--- src/hdl/hmc_pkg.sv ---
// constants and types for the host misc register slice and mac bridge
// Notes on behaviour
// timer count read-only low half, ones default
// 32-bit bus ignores halfword order control
// 16-bit non-swap: address bit1 high selects high
// 16-bit swap pattern: address bit1 high selects low
// network halfword order always low first
// 32-bit tick counter counts 25MHz, wraps
// 16-bit read of tick count uses snapshot
// tick counter zero within 160ns of reset
// tick counter never halts in low power
// drop counter counts discards, clears on read
// event when drop counter crosses midpoint
// busy bit starts operation, self-clears when done
// read data valid once busy clears
// host must not write while busy
// direction bit set means read, clear write
// low byte selects target mac register
// data register r/w, zero default, both ways
// bridge signals completion only after transfer ends
// drop during clearing read is still counted
package hmc_pkg;
   localparam logic [7:0] OFS_TIMER = 8'h90;
   localparam logic [7:0] OFS_ORDER = 8'h98;
   localparam logic [7:0] OFS_TICK = 8'h9C;
   localparam logic [7:0] OFS_DROP = 8'hA0;
   localparam logic [7:0] OFS_CMD = 8'hA4;
   localparam logic [7:0] OFS_DATA = 8'hA8;
   localparam logic [15:0] TIMER_RST = 16'hFFFF;
   localparam logic [31:0] ORDER_RST = 32'h0000_0000;
   localparam logic [31:0] SWAP_PATTERN = 32'hFFFF_FFFF;
   localparam logic [31:0] DROP_RST = 32'h0000_0000;
   localparam logic [31:0] DROP_HALF = 32'h8000_0000;
   localparam logic [31:0] DATA_RST = 32'h0000_0000;
   localparam logic [31:0] TICK_RST = 32'h0000_0000;
   localparam int CMD_BUSY_BIT = 31;
   localparam int CMD_RNW_BIT = 30;
   localparam int CMD_ADDR_W = 8;
   localparam int CLK_MHZ = 100;
   localparam int TICK_MHZ = 25;
   localparam int TICK_DIV = CLK_MHZ / TICK_MHZ;
   localparam int CLK_PERIOD_NS = 10;
   localparam int TICK_CLEAR_NS = 160;
   localparam int TICK_CLEAR_CYC = TICK_CLEAR_NS / CLK_PERIOD_NS;
   typedef enum logic {BRG_IDLE, BRG_WAIT} hmc_brg_st_t;
endpackage

--- src/hdl/hmc_tick_div.sv ---
// divider making the one-cycle 25MHz tick enable from the system clock
`timescale 1ns/1ps
module hmc_tick_div
   import hmc_pkg::*;
#(
   parameter int DIV = TICK_DIV
)
(
   input wire logic clk_i,
   input wire logic sys_rst_i,
   output logic tick_o
);
   localparam int CW = (DIV > 1) ? $clog2(DIV) : 1;
   localparam logic [CW-1:0] LAST = CW'(DIV - 1);

   logic [CW-1:0] cnt_r;

   // refuse a divider that cannot make a tick at all
   if (DIV < 1)
   begin : g_bad_div
      $error("tick divider must be at least one");
   end

   always_ff @(posedge clk_i or posedge sys_rst_i)
   begin
      if (sys_rst_i)
      begin
         cnt_r <= '0;
         tick_o <= 1'b0;
      end
      else
      begin
         tick_o <= (cnt_r == LAST);
         cnt_r <= (cnt_r == LAST) ? '0 : cnt_r + 1'b1;
      end
   end
endmodule

--- src/hdl/hmc_csr_top.sv ---
// host misc registers: timer view, halfword order, tick, drops, mac bridge
`timescale 1ns/1ps
module hmc_csr_top
   import hmc_pkg::*;
(
   input wire logic clk_i,
   input wire logic sys_rst_i,
   input wire logic bus16_i,
   input wire logic cs_i,
   input wire logic rd_i,
   input wire logic wr_i,
   input wire logic [7:0] addr_i,
   input wire logic [31:0] wdata_i,
   output logic [31:0] rdata_o,
   input wire logic [15:0] timer_current_value_i,
   input wire logic frame_drop_i,
   output logic drop_half_o,
   output logic mac_req_o,
   output logic mac_read_not_write_o,
   output logic [7:0] mac_addr_o,
   output logic [31:0] mac_wdata_o,
   input wire logic mac_ack_i,
   input wire logic [31:0] mac_rdata_i,
   input wire logic [31:0] tx_word_i,
   input wire logic tx_word_valid_i,
   output logic tx_word_ready_o,
   output logic [15:0] tx_half_o,
   output logic tx_half_valid_o,
   input wire logic [15:0] rx_half_i,
   input wire logic rx_half_valid_i,
   output logic [31:0] rx_word_o,
   output logic rx_word_valid_o
);
   // halfword selection for the addressed access
   function automatic logic hi_sel(input logic a1, input logic [31:0] ord);
      // swap pattern inverts address bit 1
      if (ord == SWAP_PATTERN)
         return ~a1;
      // any other value keeps bit 1 as is
      return a1;
   endfunction

   // merge a host write into a register image
   function automatic logic [31:0] merge(input logic [31:0] old,
      input logic [31:0] wd, input logic b16, input logic hi);
      // 32-bit bus writes the whole word as placed
      if (!b16)
         return wd;
      if (hi)
         return {wd[15:0], old[15:0]};
      return {old[31:16], wd[15:0]};
   endfunction

   // pick the data returned for a register image
   function automatic logic [31:0] pick(input logic [31:0] val,
      input logic b16, input logic hi);
      if (!b16)
         return val;
      return {16'h0000, hi ? val[31:16] : val[15:0]};
   endfunction

   logic [7:0] word_addr;
   logic rd_stb;
   logic wr_stb;
   logic hi;
   logic tick;
   logic [31:0] order_r;
   logic [31:0] tick_cnt_r;
   logic [31:0] tick_snap_r;
   logic tick_held_r;
   logic [31:0] drop_cnt_r;
   logic [31:0] drop_base;
   logic [31:0] drop_nxt;
   logic drop_clr;
   hmc_brg_st_t brg_st_r;
   logic busy_r;
   logic rnw_r;
   logic [CMD_ADDR_W-1:0] csr_addr_r;
   logic [31:0] data_r;
   logic [31:0] cmd_view;
   logic [31:0] cmd_nxt;
   logic cmd_wr;
   logic data_wr;
   logic [31:0] rd_val;
   logic [15:0] tx_hold_r;
   logic tx_pend_r;
   logic [15:0] rx_low_r;
   logic rx_have_r;

   assign word_addr = {addr_i[7:2], 2'b00};
   assign rd_stb = cs_i & rd_i;
   assign wr_stb = cs_i & wr_i;
   assign hi = hi_sel(addr_i[1], order_r);

   hmc_tick_div #(
      .DIV(TICK_DIV)
   ) u_div (
      .clk_i(clk_i),
      .sys_rst_i(sys_rst_i),
      .tick_o(tick)
   );

   // the address field must match the mac address port and stay below rnw
   if (CMD_ADDR_W != 8 || CMD_RNW_BIT <= CMD_ADDR_W)
   begin : g_bad_cmd
      $error("command field layout does not fit the ports");
   end

   // halfword order control
   always_ff @(posedge clk_i or posedge sys_rst_i)
   begin
      if (sys_rst_i)
         order_r <= ORDER_RST;
      else if (wr_stb && word_addr == OFS_ORDER)
         order_r <= merge(order_r, wdata_i, bus16_i, hi);
   end

   // free-running tick counter; no power state gates it
   always_ff @(posedge clk_i or posedge sys_rst_i)
   begin
      // async reset clears at once, well inside the bound
      if (sys_rst_i)
         tick_cnt_r <= TICK_RST;
      // count each 25MHz tick, natural wrap
      // no low-power enable on the increment
      else if (tick)
         tick_cnt_r <= tick_cnt_r + 32'h0000_0001;
   end

   // first halfword read latches the whole count
   always_ff @(posedge clk_i or posedge sys_rst_i)
   begin
      if (sys_rst_i)
      begin
         tick_snap_r <= TICK_RST;
         tick_held_r <= 1'b0;
      end
      else if (rd_stb && bus16_i && word_addr == OFS_TICK)
      begin
         if (!tick_held_r)
            tick_snap_r <= tick_cnt_r;
         tick_held_r <= ~tick_held_r;
      end
      // a 32-bit read abandons a half-finished pair, so no stale
      // snapshot is served afterwards
      else if (rd_stb && word_addr == OFS_TICK)
         tick_held_r <= 1'b0;
   end

   // any read of the drop counter clears it
   assign drop_clr = rd_stb && word_addr == OFS_DROP;
   assign drop_base = drop_clr ? DROP_RST : drop_cnt_r;
   // a drop in the clearing cycle lands after the clear
   assign drop_nxt = drop_base + {31'h0000_0000, frame_drop_i};

   always_ff @(posedge clk_i or posedge sys_rst_i)
   begin
      if (sys_rst_i)
         drop_cnt_r <= DROP_RST;
      else
         drop_cnt_r <= drop_nxt;
   end

   // pulse on the step into the midpoint value
   always_ff @(posedge clk_i or posedge sys_rst_i)
   begin
      if (sys_rst_i)
         drop_half_o <= 1'b0;
      else
         drop_half_o <= frame_drop_i && (drop_nxt == DROP_HALF);
   end

   // command image as the host sees it
   always_comb
   begin
      cmd_view = 32'h0000_0000;
      cmd_view[CMD_BUSY_BIT] = busy_r;
      cmd_view[CMD_RNW_BIT] = rnw_r;
      cmd_view[CMD_ADDR_W-1:0] = csr_addr_r;
   end

   // writes while busy are dropped so the transfer stays coherent
   assign cmd_wr = wr_stb && word_addr == OFS_CMD && !busy_r;
   assign data_wr = wr_stb && word_addr == OFS_DATA && !busy_r;
   assign cmd_nxt = merge(cmd_view, wdata_i, bus16_i, hi);

   // mac bridge sequencer
   always_ff @(posedge clk_i or posedge sys_rst_i)
   begin
      if (sys_rst_i)
      begin
         brg_st_r <= BRG_IDLE;
         busy_r <= 1'b0;
         rnw_r <= 1'b0;
         csr_addr_r <= '0;
         mac_req_o <= 1'b0;
         mac_read_not_write_o <= 1'b0;
         mac_addr_o <= '0;
         mac_wdata_o <= DATA_RST;
      end
      else
      begin
         unique case (brg_st_r)
            BRG_IDLE:
            begin
               if (cmd_wr)
               begin
                  rnw_r <= cmd_nxt[CMD_RNW_BIT];
                  csr_addr_r <= cmd_nxt[CMD_ADDR_W-1:0];
                  // writing busy one launches the access
                  if (cmd_nxt[CMD_BUSY_BIT])
                  begin
                     busy_r <= 1'b1;
                     brg_st_r <= BRG_WAIT;
                     mac_req_o <= 1'b1;
                     // direction bit set is a read
                     mac_read_not_write_o <= cmd_nxt[CMD_RNW_BIT];
                     // low byte picks the mac register
                     mac_addr_o <= cmd_nxt[CMD_ADDR_W-1:0];
                     mac_wdata_o <= data_r;
                  end
               end
            end
            BRG_WAIT:
            begin
               // busy drops only with the far end's ack
               if (mac_ack_i)
               begin
                  mac_req_o <= 1'b0;
                  busy_r <= 1'b0;
                  brg_st_r <= BRG_IDLE;
               end
            end
         endcase
      end
   end

   // data register, host written or mac loaded
   always_ff @(posedge clk_i or posedge sys_rst_i)
   begin
      if (sys_rst_i)
         data_r <= DATA_RST;
      // read data is in place as busy clears
      else if (brg_st_r == BRG_WAIT && mac_ack_i && rnw_r)
         data_r <= mac_rdata_i;
      // host writes during busy are ignored here
      else if (data_wr)
         data_r <= merge(data_r, wdata_i, bus16_i, hi);
   end

   // read data selection
   always_comb
   begin
      rd_val = 32'h0000_0000;
      unique case (word_addr)
         // timer count in low half, upper reserved zero
         OFS_TIMER:
            rd_val = pick({16'h0000, timer_current_value_i}, bus16_i, hi);
         OFS_ORDER:
            rd_val = pick(order_r, bus16_i, hi);
         OFS_TICK:
            rd_val = pick((tick_held_r && bus16_i) ? tick_snap_r : tick_cnt_r,
               bus16_i, hi);
         OFS_DROP:
            rd_val = pick(drop_cnt_r, bus16_i, hi);
         OFS_CMD:
            rd_val = pick(cmd_view, bus16_i, hi);
         OFS_DATA:
            rd_val = pick(data_r, bus16_i, hi);
         default:
            rd_val = 32'h0000_0000;
      endcase
   end

   always_ff @(posedge clk_i or posedge sys_rst_i)
   begin
      if (sys_rst_i)
         rdata_o <= 32'h0000_0000;
      else if (rd_stb)
         rdata_o <= rd_val;
   end

   // transmit word leaves low halfword first
   // ready drops for the low-half cycle so no word is taken mid-pair
   always_ff @(posedge clk_i or posedge sys_rst_i)
   begin
      if (sys_rst_i)
      begin
         tx_hold_r <= 16'h0000;
         tx_pend_r <= 1'b0;
         tx_half_o <= 16'h0000;
         tx_half_valid_o <= 1'b0;
         tx_word_ready_o <= 1'b0;
      end
      else if (tx_word_valid_i && tx_word_ready_o)
      begin
         tx_half_o <= tx_word_i[15:0];
         tx_hold_r <= tx_word_i[31:16];
         tx_half_valid_o <= 1'b1;
         tx_pend_r <= 1'b1;
         tx_word_ready_o <= 1'b0;
      end
      else if (tx_pend_r)
      begin
         tx_half_o <= tx_hold_r;
         tx_half_valid_o <= 1'b1;
         tx_pend_r <= 1'b0;
         tx_word_ready_o <= 1'b1;
      end
      else
      begin
         tx_half_valid_o <= 1'b0;
         tx_word_ready_o <= 1'b1;
      end
   end

   // first received halfword fills the low half
   always_ff @(posedge clk_i or posedge sys_rst_i)
   begin
      if (sys_rst_i)
      begin
         rx_low_r <= 16'h0000;
         rx_have_r <= 1'b0;
         rx_word_o <= 32'h0000_0000;
         rx_word_valid_o <= 1'b0;
      end
      else if (rx_half_valid_i && !rx_have_r)
      begin
         rx_low_r <= rx_half_i;
         rx_have_r <= 1'b1;
         rx_word_valid_o <= 1'b0;
      end
      else if (rx_half_valid_i)
      begin
         rx_word_o <= {rx_half_i, rx_low_r};
         rx_have_r <= 1'b0;
         rx_word_valid_o <= 1'b1;
      end
      else
         rx_word_valid_o <= 1'b0;
   end
endmodule

--- config.mk ---
export PLATFORM = sky130hd
export DESIGN_NAME = hmc_csr_top
export DESIGN_NICKNAME = d
export VERILOG_FILES = /design/src/hdl/hmc_pkg.sv /design/src/hdl/hmc_tick_div.sv /design/src/hdl/hmc_csr_top.sv
export SDC_FILE = /design/constraint.sdc
export NUM_CORES = 1
export LEC_CHECK = 0
export BUFFER_PORTS_ARGS = -buffer_cell sky130_fd_sc_hd__buf_4
export CAP_MARGIN = 20
export CORE_ASPECT_RATIO = 1.5
export CORE_MARGIN = 2
export CORE_UTILIZATION = 31
export CTS_CLUSTER_DIAMETER = 100
export CTS_CLUSTER_SIZE = 24
export DETAILED_ROUTE_END_ITERATION = 7
export GPL_TIMING_DRIVEN = 1
export SYNTH_ARGS = -nofsm -noshare
export SYNTH_HDL_FRONTEND = slang
export SYNTH_HIERARCHICAL = 1
export SYNTH_SLANG_ARGS = --single-unit
--- constraint.sdc ---
create_clock -name clk_i -period 12.8 [get_ports clk_i]
set_input_delay 2.56 -clock clk_i [delete_from_list [all_inputs] [get_ports clk_i]]
set_output_delay 2.56 -clock clk_i [all_outputs]
set_load 0.02 [all_outputs]
==> flow_summary_export.csv <==
group,metric,value,unit
logic_synthesis,ys_warn_count,6,
critical_path,cp.required,13.29,ns
timing,whs,0.428,ns
critical_path,r2r_end,"mac_wdata_o[8]",
critical_path,crit_end,"drop_half_o",
timing,period_share,45.9,%
timing,drv_slew,0,
global_routing,grt_pass1_wl,73.6,mm
power_and_ir_drop,p_leak,8.83,nW
cts,clk_path_buf_depth,3,
floorplanning,io_pins,272,
floorplanning,coreArea,49400,um^2
timing,period_needed,5.87,ns
power_and_ir_drop,power,2.49,mW
layout,final_cell_mix,"334 x dfrtp_1, 289 x buf_4, 153 x mux2_2",
power_and_ir_drop,pwr-share-seq,53.0,%
floorplanning,die_y,277,um
critical_path,cp.depth,12,
power_and_ir_drop,p_sw_share,30.5,%
power_and_ir_drop,p_int,1.73,mW
layout,layout-drive-gt1-share,30.6,%
layout,final_nets,1739,
critical_path,ff2ff_path_depth,7,
job,max_cap_violations,0,
floorplanning,start_util,31.2,%
critical_path,critPathSlowestCell,"nor3b_1",
critical_path,crit_chain,"buf_4 -> nor3b_1 -> nand3_1 -> and2_1 -> ha_1 -> ha_1 -> nand3_1 -> nor4_4 -> o31ai_1 -> or4b_1 -> nor4_1 -> and4_1",
logic_synthesis,synth_flop_cell,"dfrtp_1",
logic_synthesis,syn_area_per_cell,11.3,um^2
cts,clock_sinks,334,
route,post-route-drc-count,0,
global_routing,grt-ovfl-total,0,
power_and_ir_drop,combPwrFrac,21.6,%
logic_synthesis,yosysUniqueCellTypes,69,
timing,tns,0,ns
timing,rsz0062_at_grt,"no",
cts,cts_max_level,1,
cts,root_buffer,"clkbuf_16",
route,drt.antenna.violating_nets,0,
timing,tightest_slew,1.06,ns
timing,finalHoldViolations,0,
critical_path,cp-end-kind,"flop",
global_routing,first_global_vias,11900,
cts,hold_buffers,0,
critical_path,r2r_setup_slack,9.50,ns
power_and_ir_drop,ir_worst_vdd,0.134,mV
timing,max_freq,0.170,GHz
critical_path,critical_path.top_delay_family,"simple AND/OR/NAND/NOR gates",
critical_path,worstReg2RegStart,"order_r[15]",
global_routing,grt_start_max_net_pins,121,
critical_path,crit_arrival,6.36,ns
floorplanning,row_count,100,
power_and_ir_drop,clockPowerShare,25.5,%
layout,area_growth_syn_to_layout,20.9,%
logic_synthesis,ys_seq_area_share,54.2,%
power_and_ir_drop,p_switching,0.761,mW
run_status,run_status,"finished clean",
route,drt_pass1_iterations,7,
place,io_buffers,270,
floorplanning,die_w,186,um
timing,fin_worst_skew,0.0281,ns
route,wl_per_cell,21.8,um
critical_path,path_max_fanout,16,
logic_synthesis,ys_seq_elements,334,
cts,cts_resized,0,
critical_path,crit_type,"primary input to flop",
cts,tritoncts,"built",
logic_synthesis,synthesis.area,15400,um^2
logic_synthesis,syn_inst,1365,
layout,utilization,37.7,%
layout,layout_commonest_cell,"dfrtp_1",
route,vias,11700,
route,routed_wl,49.2,mm
logic_synthesis,synthArstFlopShare,100,%
logic_synthesis,synth_edf_count,0,
place,dp_hpwl,37.2,mm
global_routing,grt_usage,18.8,%
route,drtIter0Drc,798,
cts,cts_made_buffers,18,
place,place_congestion,0.880,
global_routing,antenna_found_initial,2,
critical_path,path_buf_inv,1,
critical_path,max_stage_delay,0.61,ns
route,viasPerCell,5.17,
floorplanning,dieArea,51600,um^2
cts,cts.clk_slew.worst_paths,0.11,ns
timing,setup_violations,0,
cts,cts_setup_buffers,0,
cts,worstSkewPairLatency,0.55,ns
critical_path,worst_setup_path_start_kind,"primary input",
logic_synthesis,syn-num-nets,1515,
timing,max-slew-margin-rel,29.0,%
min_path,hold_class,"flop to flop",
critical_path,cp-startpoint,"addr_i[2]",
power_and_ir_drop,power_density,134,nW/um^2
==> stage by stage <==
stage / setup WS [ns] / instance area, um^2 / cells
2_1_floorplan: 1.07 / 15400 / 1365
3_5_place_dp: 6.38 / 18100 / 2228
4_1_cts: 6.95 / 18600 / 2249
5_1_grt: 6.65 / 18700 / 2253
3_3_place_gp: 6.35 / 18100 / 2227
6_report: 6.93 / 18700 / 2254
==> worst reg2reg max path: stages (launching register included) <==
cell and delay (ns):
dfrtp_1 0.47, nand4_1 0.11, nor4_1 0.54, and3b_1 0.35
o211ai_1 0.17, a21oi_4 0.66, buf_4 0.49, mux2_2 0.40
==> how the worst min path moves through the flow <==
stage / startpoint / end / slack (ns) / cells after the start
6_report: u_div/cnt_r[0] / u_div/cnt_r[0] / 0.43 / 1
5_1_grt: u_div/cnt_r[0] / u_div/cnt_r[0] / 0.44 / 1
4_1_cts: u_div/cnt_r[0] / u_div/cnt_r[0] / 0.43 / 1
3_5_place_dp: u_div/cnt_r[0] / u_div/cnt_r[0] / 0.42 / 1
3_3_place_gp: u_div/cnt_r[0] / u_div/cnt_r[0] / 0.42 / 1
2_1_floorplan: u_div/cnt_r[0] / u_div/cnt_r[0] / 0.40 / 1
==> logic make-up after synthesis <==
group	Yosys count	share of synthesized area [%]
adders and majority gates	4	0.324
muxes	242	16.9
xor gates and xnor gates	62	3.52
and+or+nand+nor	359	11.5
AOI/OAI and AO/OA	260	10.6
buffers and inverters	104	2.94
DFF	334	54.2
==> flip-flops by register name, summed over array words and instances (netlist names), 32 cells and up <==
register     count
rx_word_o       32
drop_cnt_r      32
tick_snap_r     32
mac_wdata_o     32
data_r          32
order_r         32
tick_cnt_r      32
rdata_o         32
==> routing by layer <==
layer,track usage [%],wire [um]
met3,4.29,3360
met1,21.0,18100
met2,32.1,24400
met4,11.6,3290
met5,0,11
==> cell usage after synthesis, types with 3 or more instances <==
library cell    n  area share (%)
mux2i_1        89             5.8
ha_1            4            0.32
nor3_1         11            0.36
mux2_2        153              11
a21o_1          5            0.24
nor3b_1         3            0.15
xor2_1         23             1.3
o21ai_0        80             2.6
nor4_1          6            0.24
nand2_1       126             3.1
buf_2          11            0.36
nand4_1        26             1.1
nor2b_1         4            0.16
a22oi_1        16            0.78
clkbuf_1       59             1.4
or3_1           3            0.12
o22ai_1        19            0.77
o31ai_1         5            0.24
and4_1          5            0.28
nor2_1         93             2.3
a22o_1         16            0.91
a21oi_1        70             2.3
nand2b_1        5            0.20
buf_1           9            0.22
inv_1          14            0.34
and2_1          8            0.32
xnor2_1        39             2.2
dfrtp_1       334              54
nand3_1        29            0.94
a221oi_1        8            0.45
a222oi_1       14            0.91
a211oi_1       10            0.49
and3_1         21            0.85
==> power groups by stage <==
| stage | Clock [mW] | Combinational (mW) | Sequential [mW] |
|---|---|---|---|
| CTS | 0.659 | 0.543 | 1.32 |
| global route | 0.697 | 0.581 | 1.34 |
| detailed placement | 0 | 0.542 | 1.34 |
| floorplan | 0 | 0.267 | 1.37 |
| finish | 0.635 | 0.538 | 1.32 |
| global placement | 0 | 0.532 | 1.33 |
==> cell type report <==
cell class / instances / area [um^2]
Clock buffer: 19 / 475
Tap cell: 663 / 830
Antenna cell: 1 / 2.50
Clock inverter: 2 / 37.5
Sequential cell: 334 / 8360
Multi-Input combinational cell: 927 / 6650
Inverter: 16 / 67.6
Timing Repair Buffer: 292 / 2230
Fill cell: 4915 / 30800
Power figures use the tool's default switching activity.
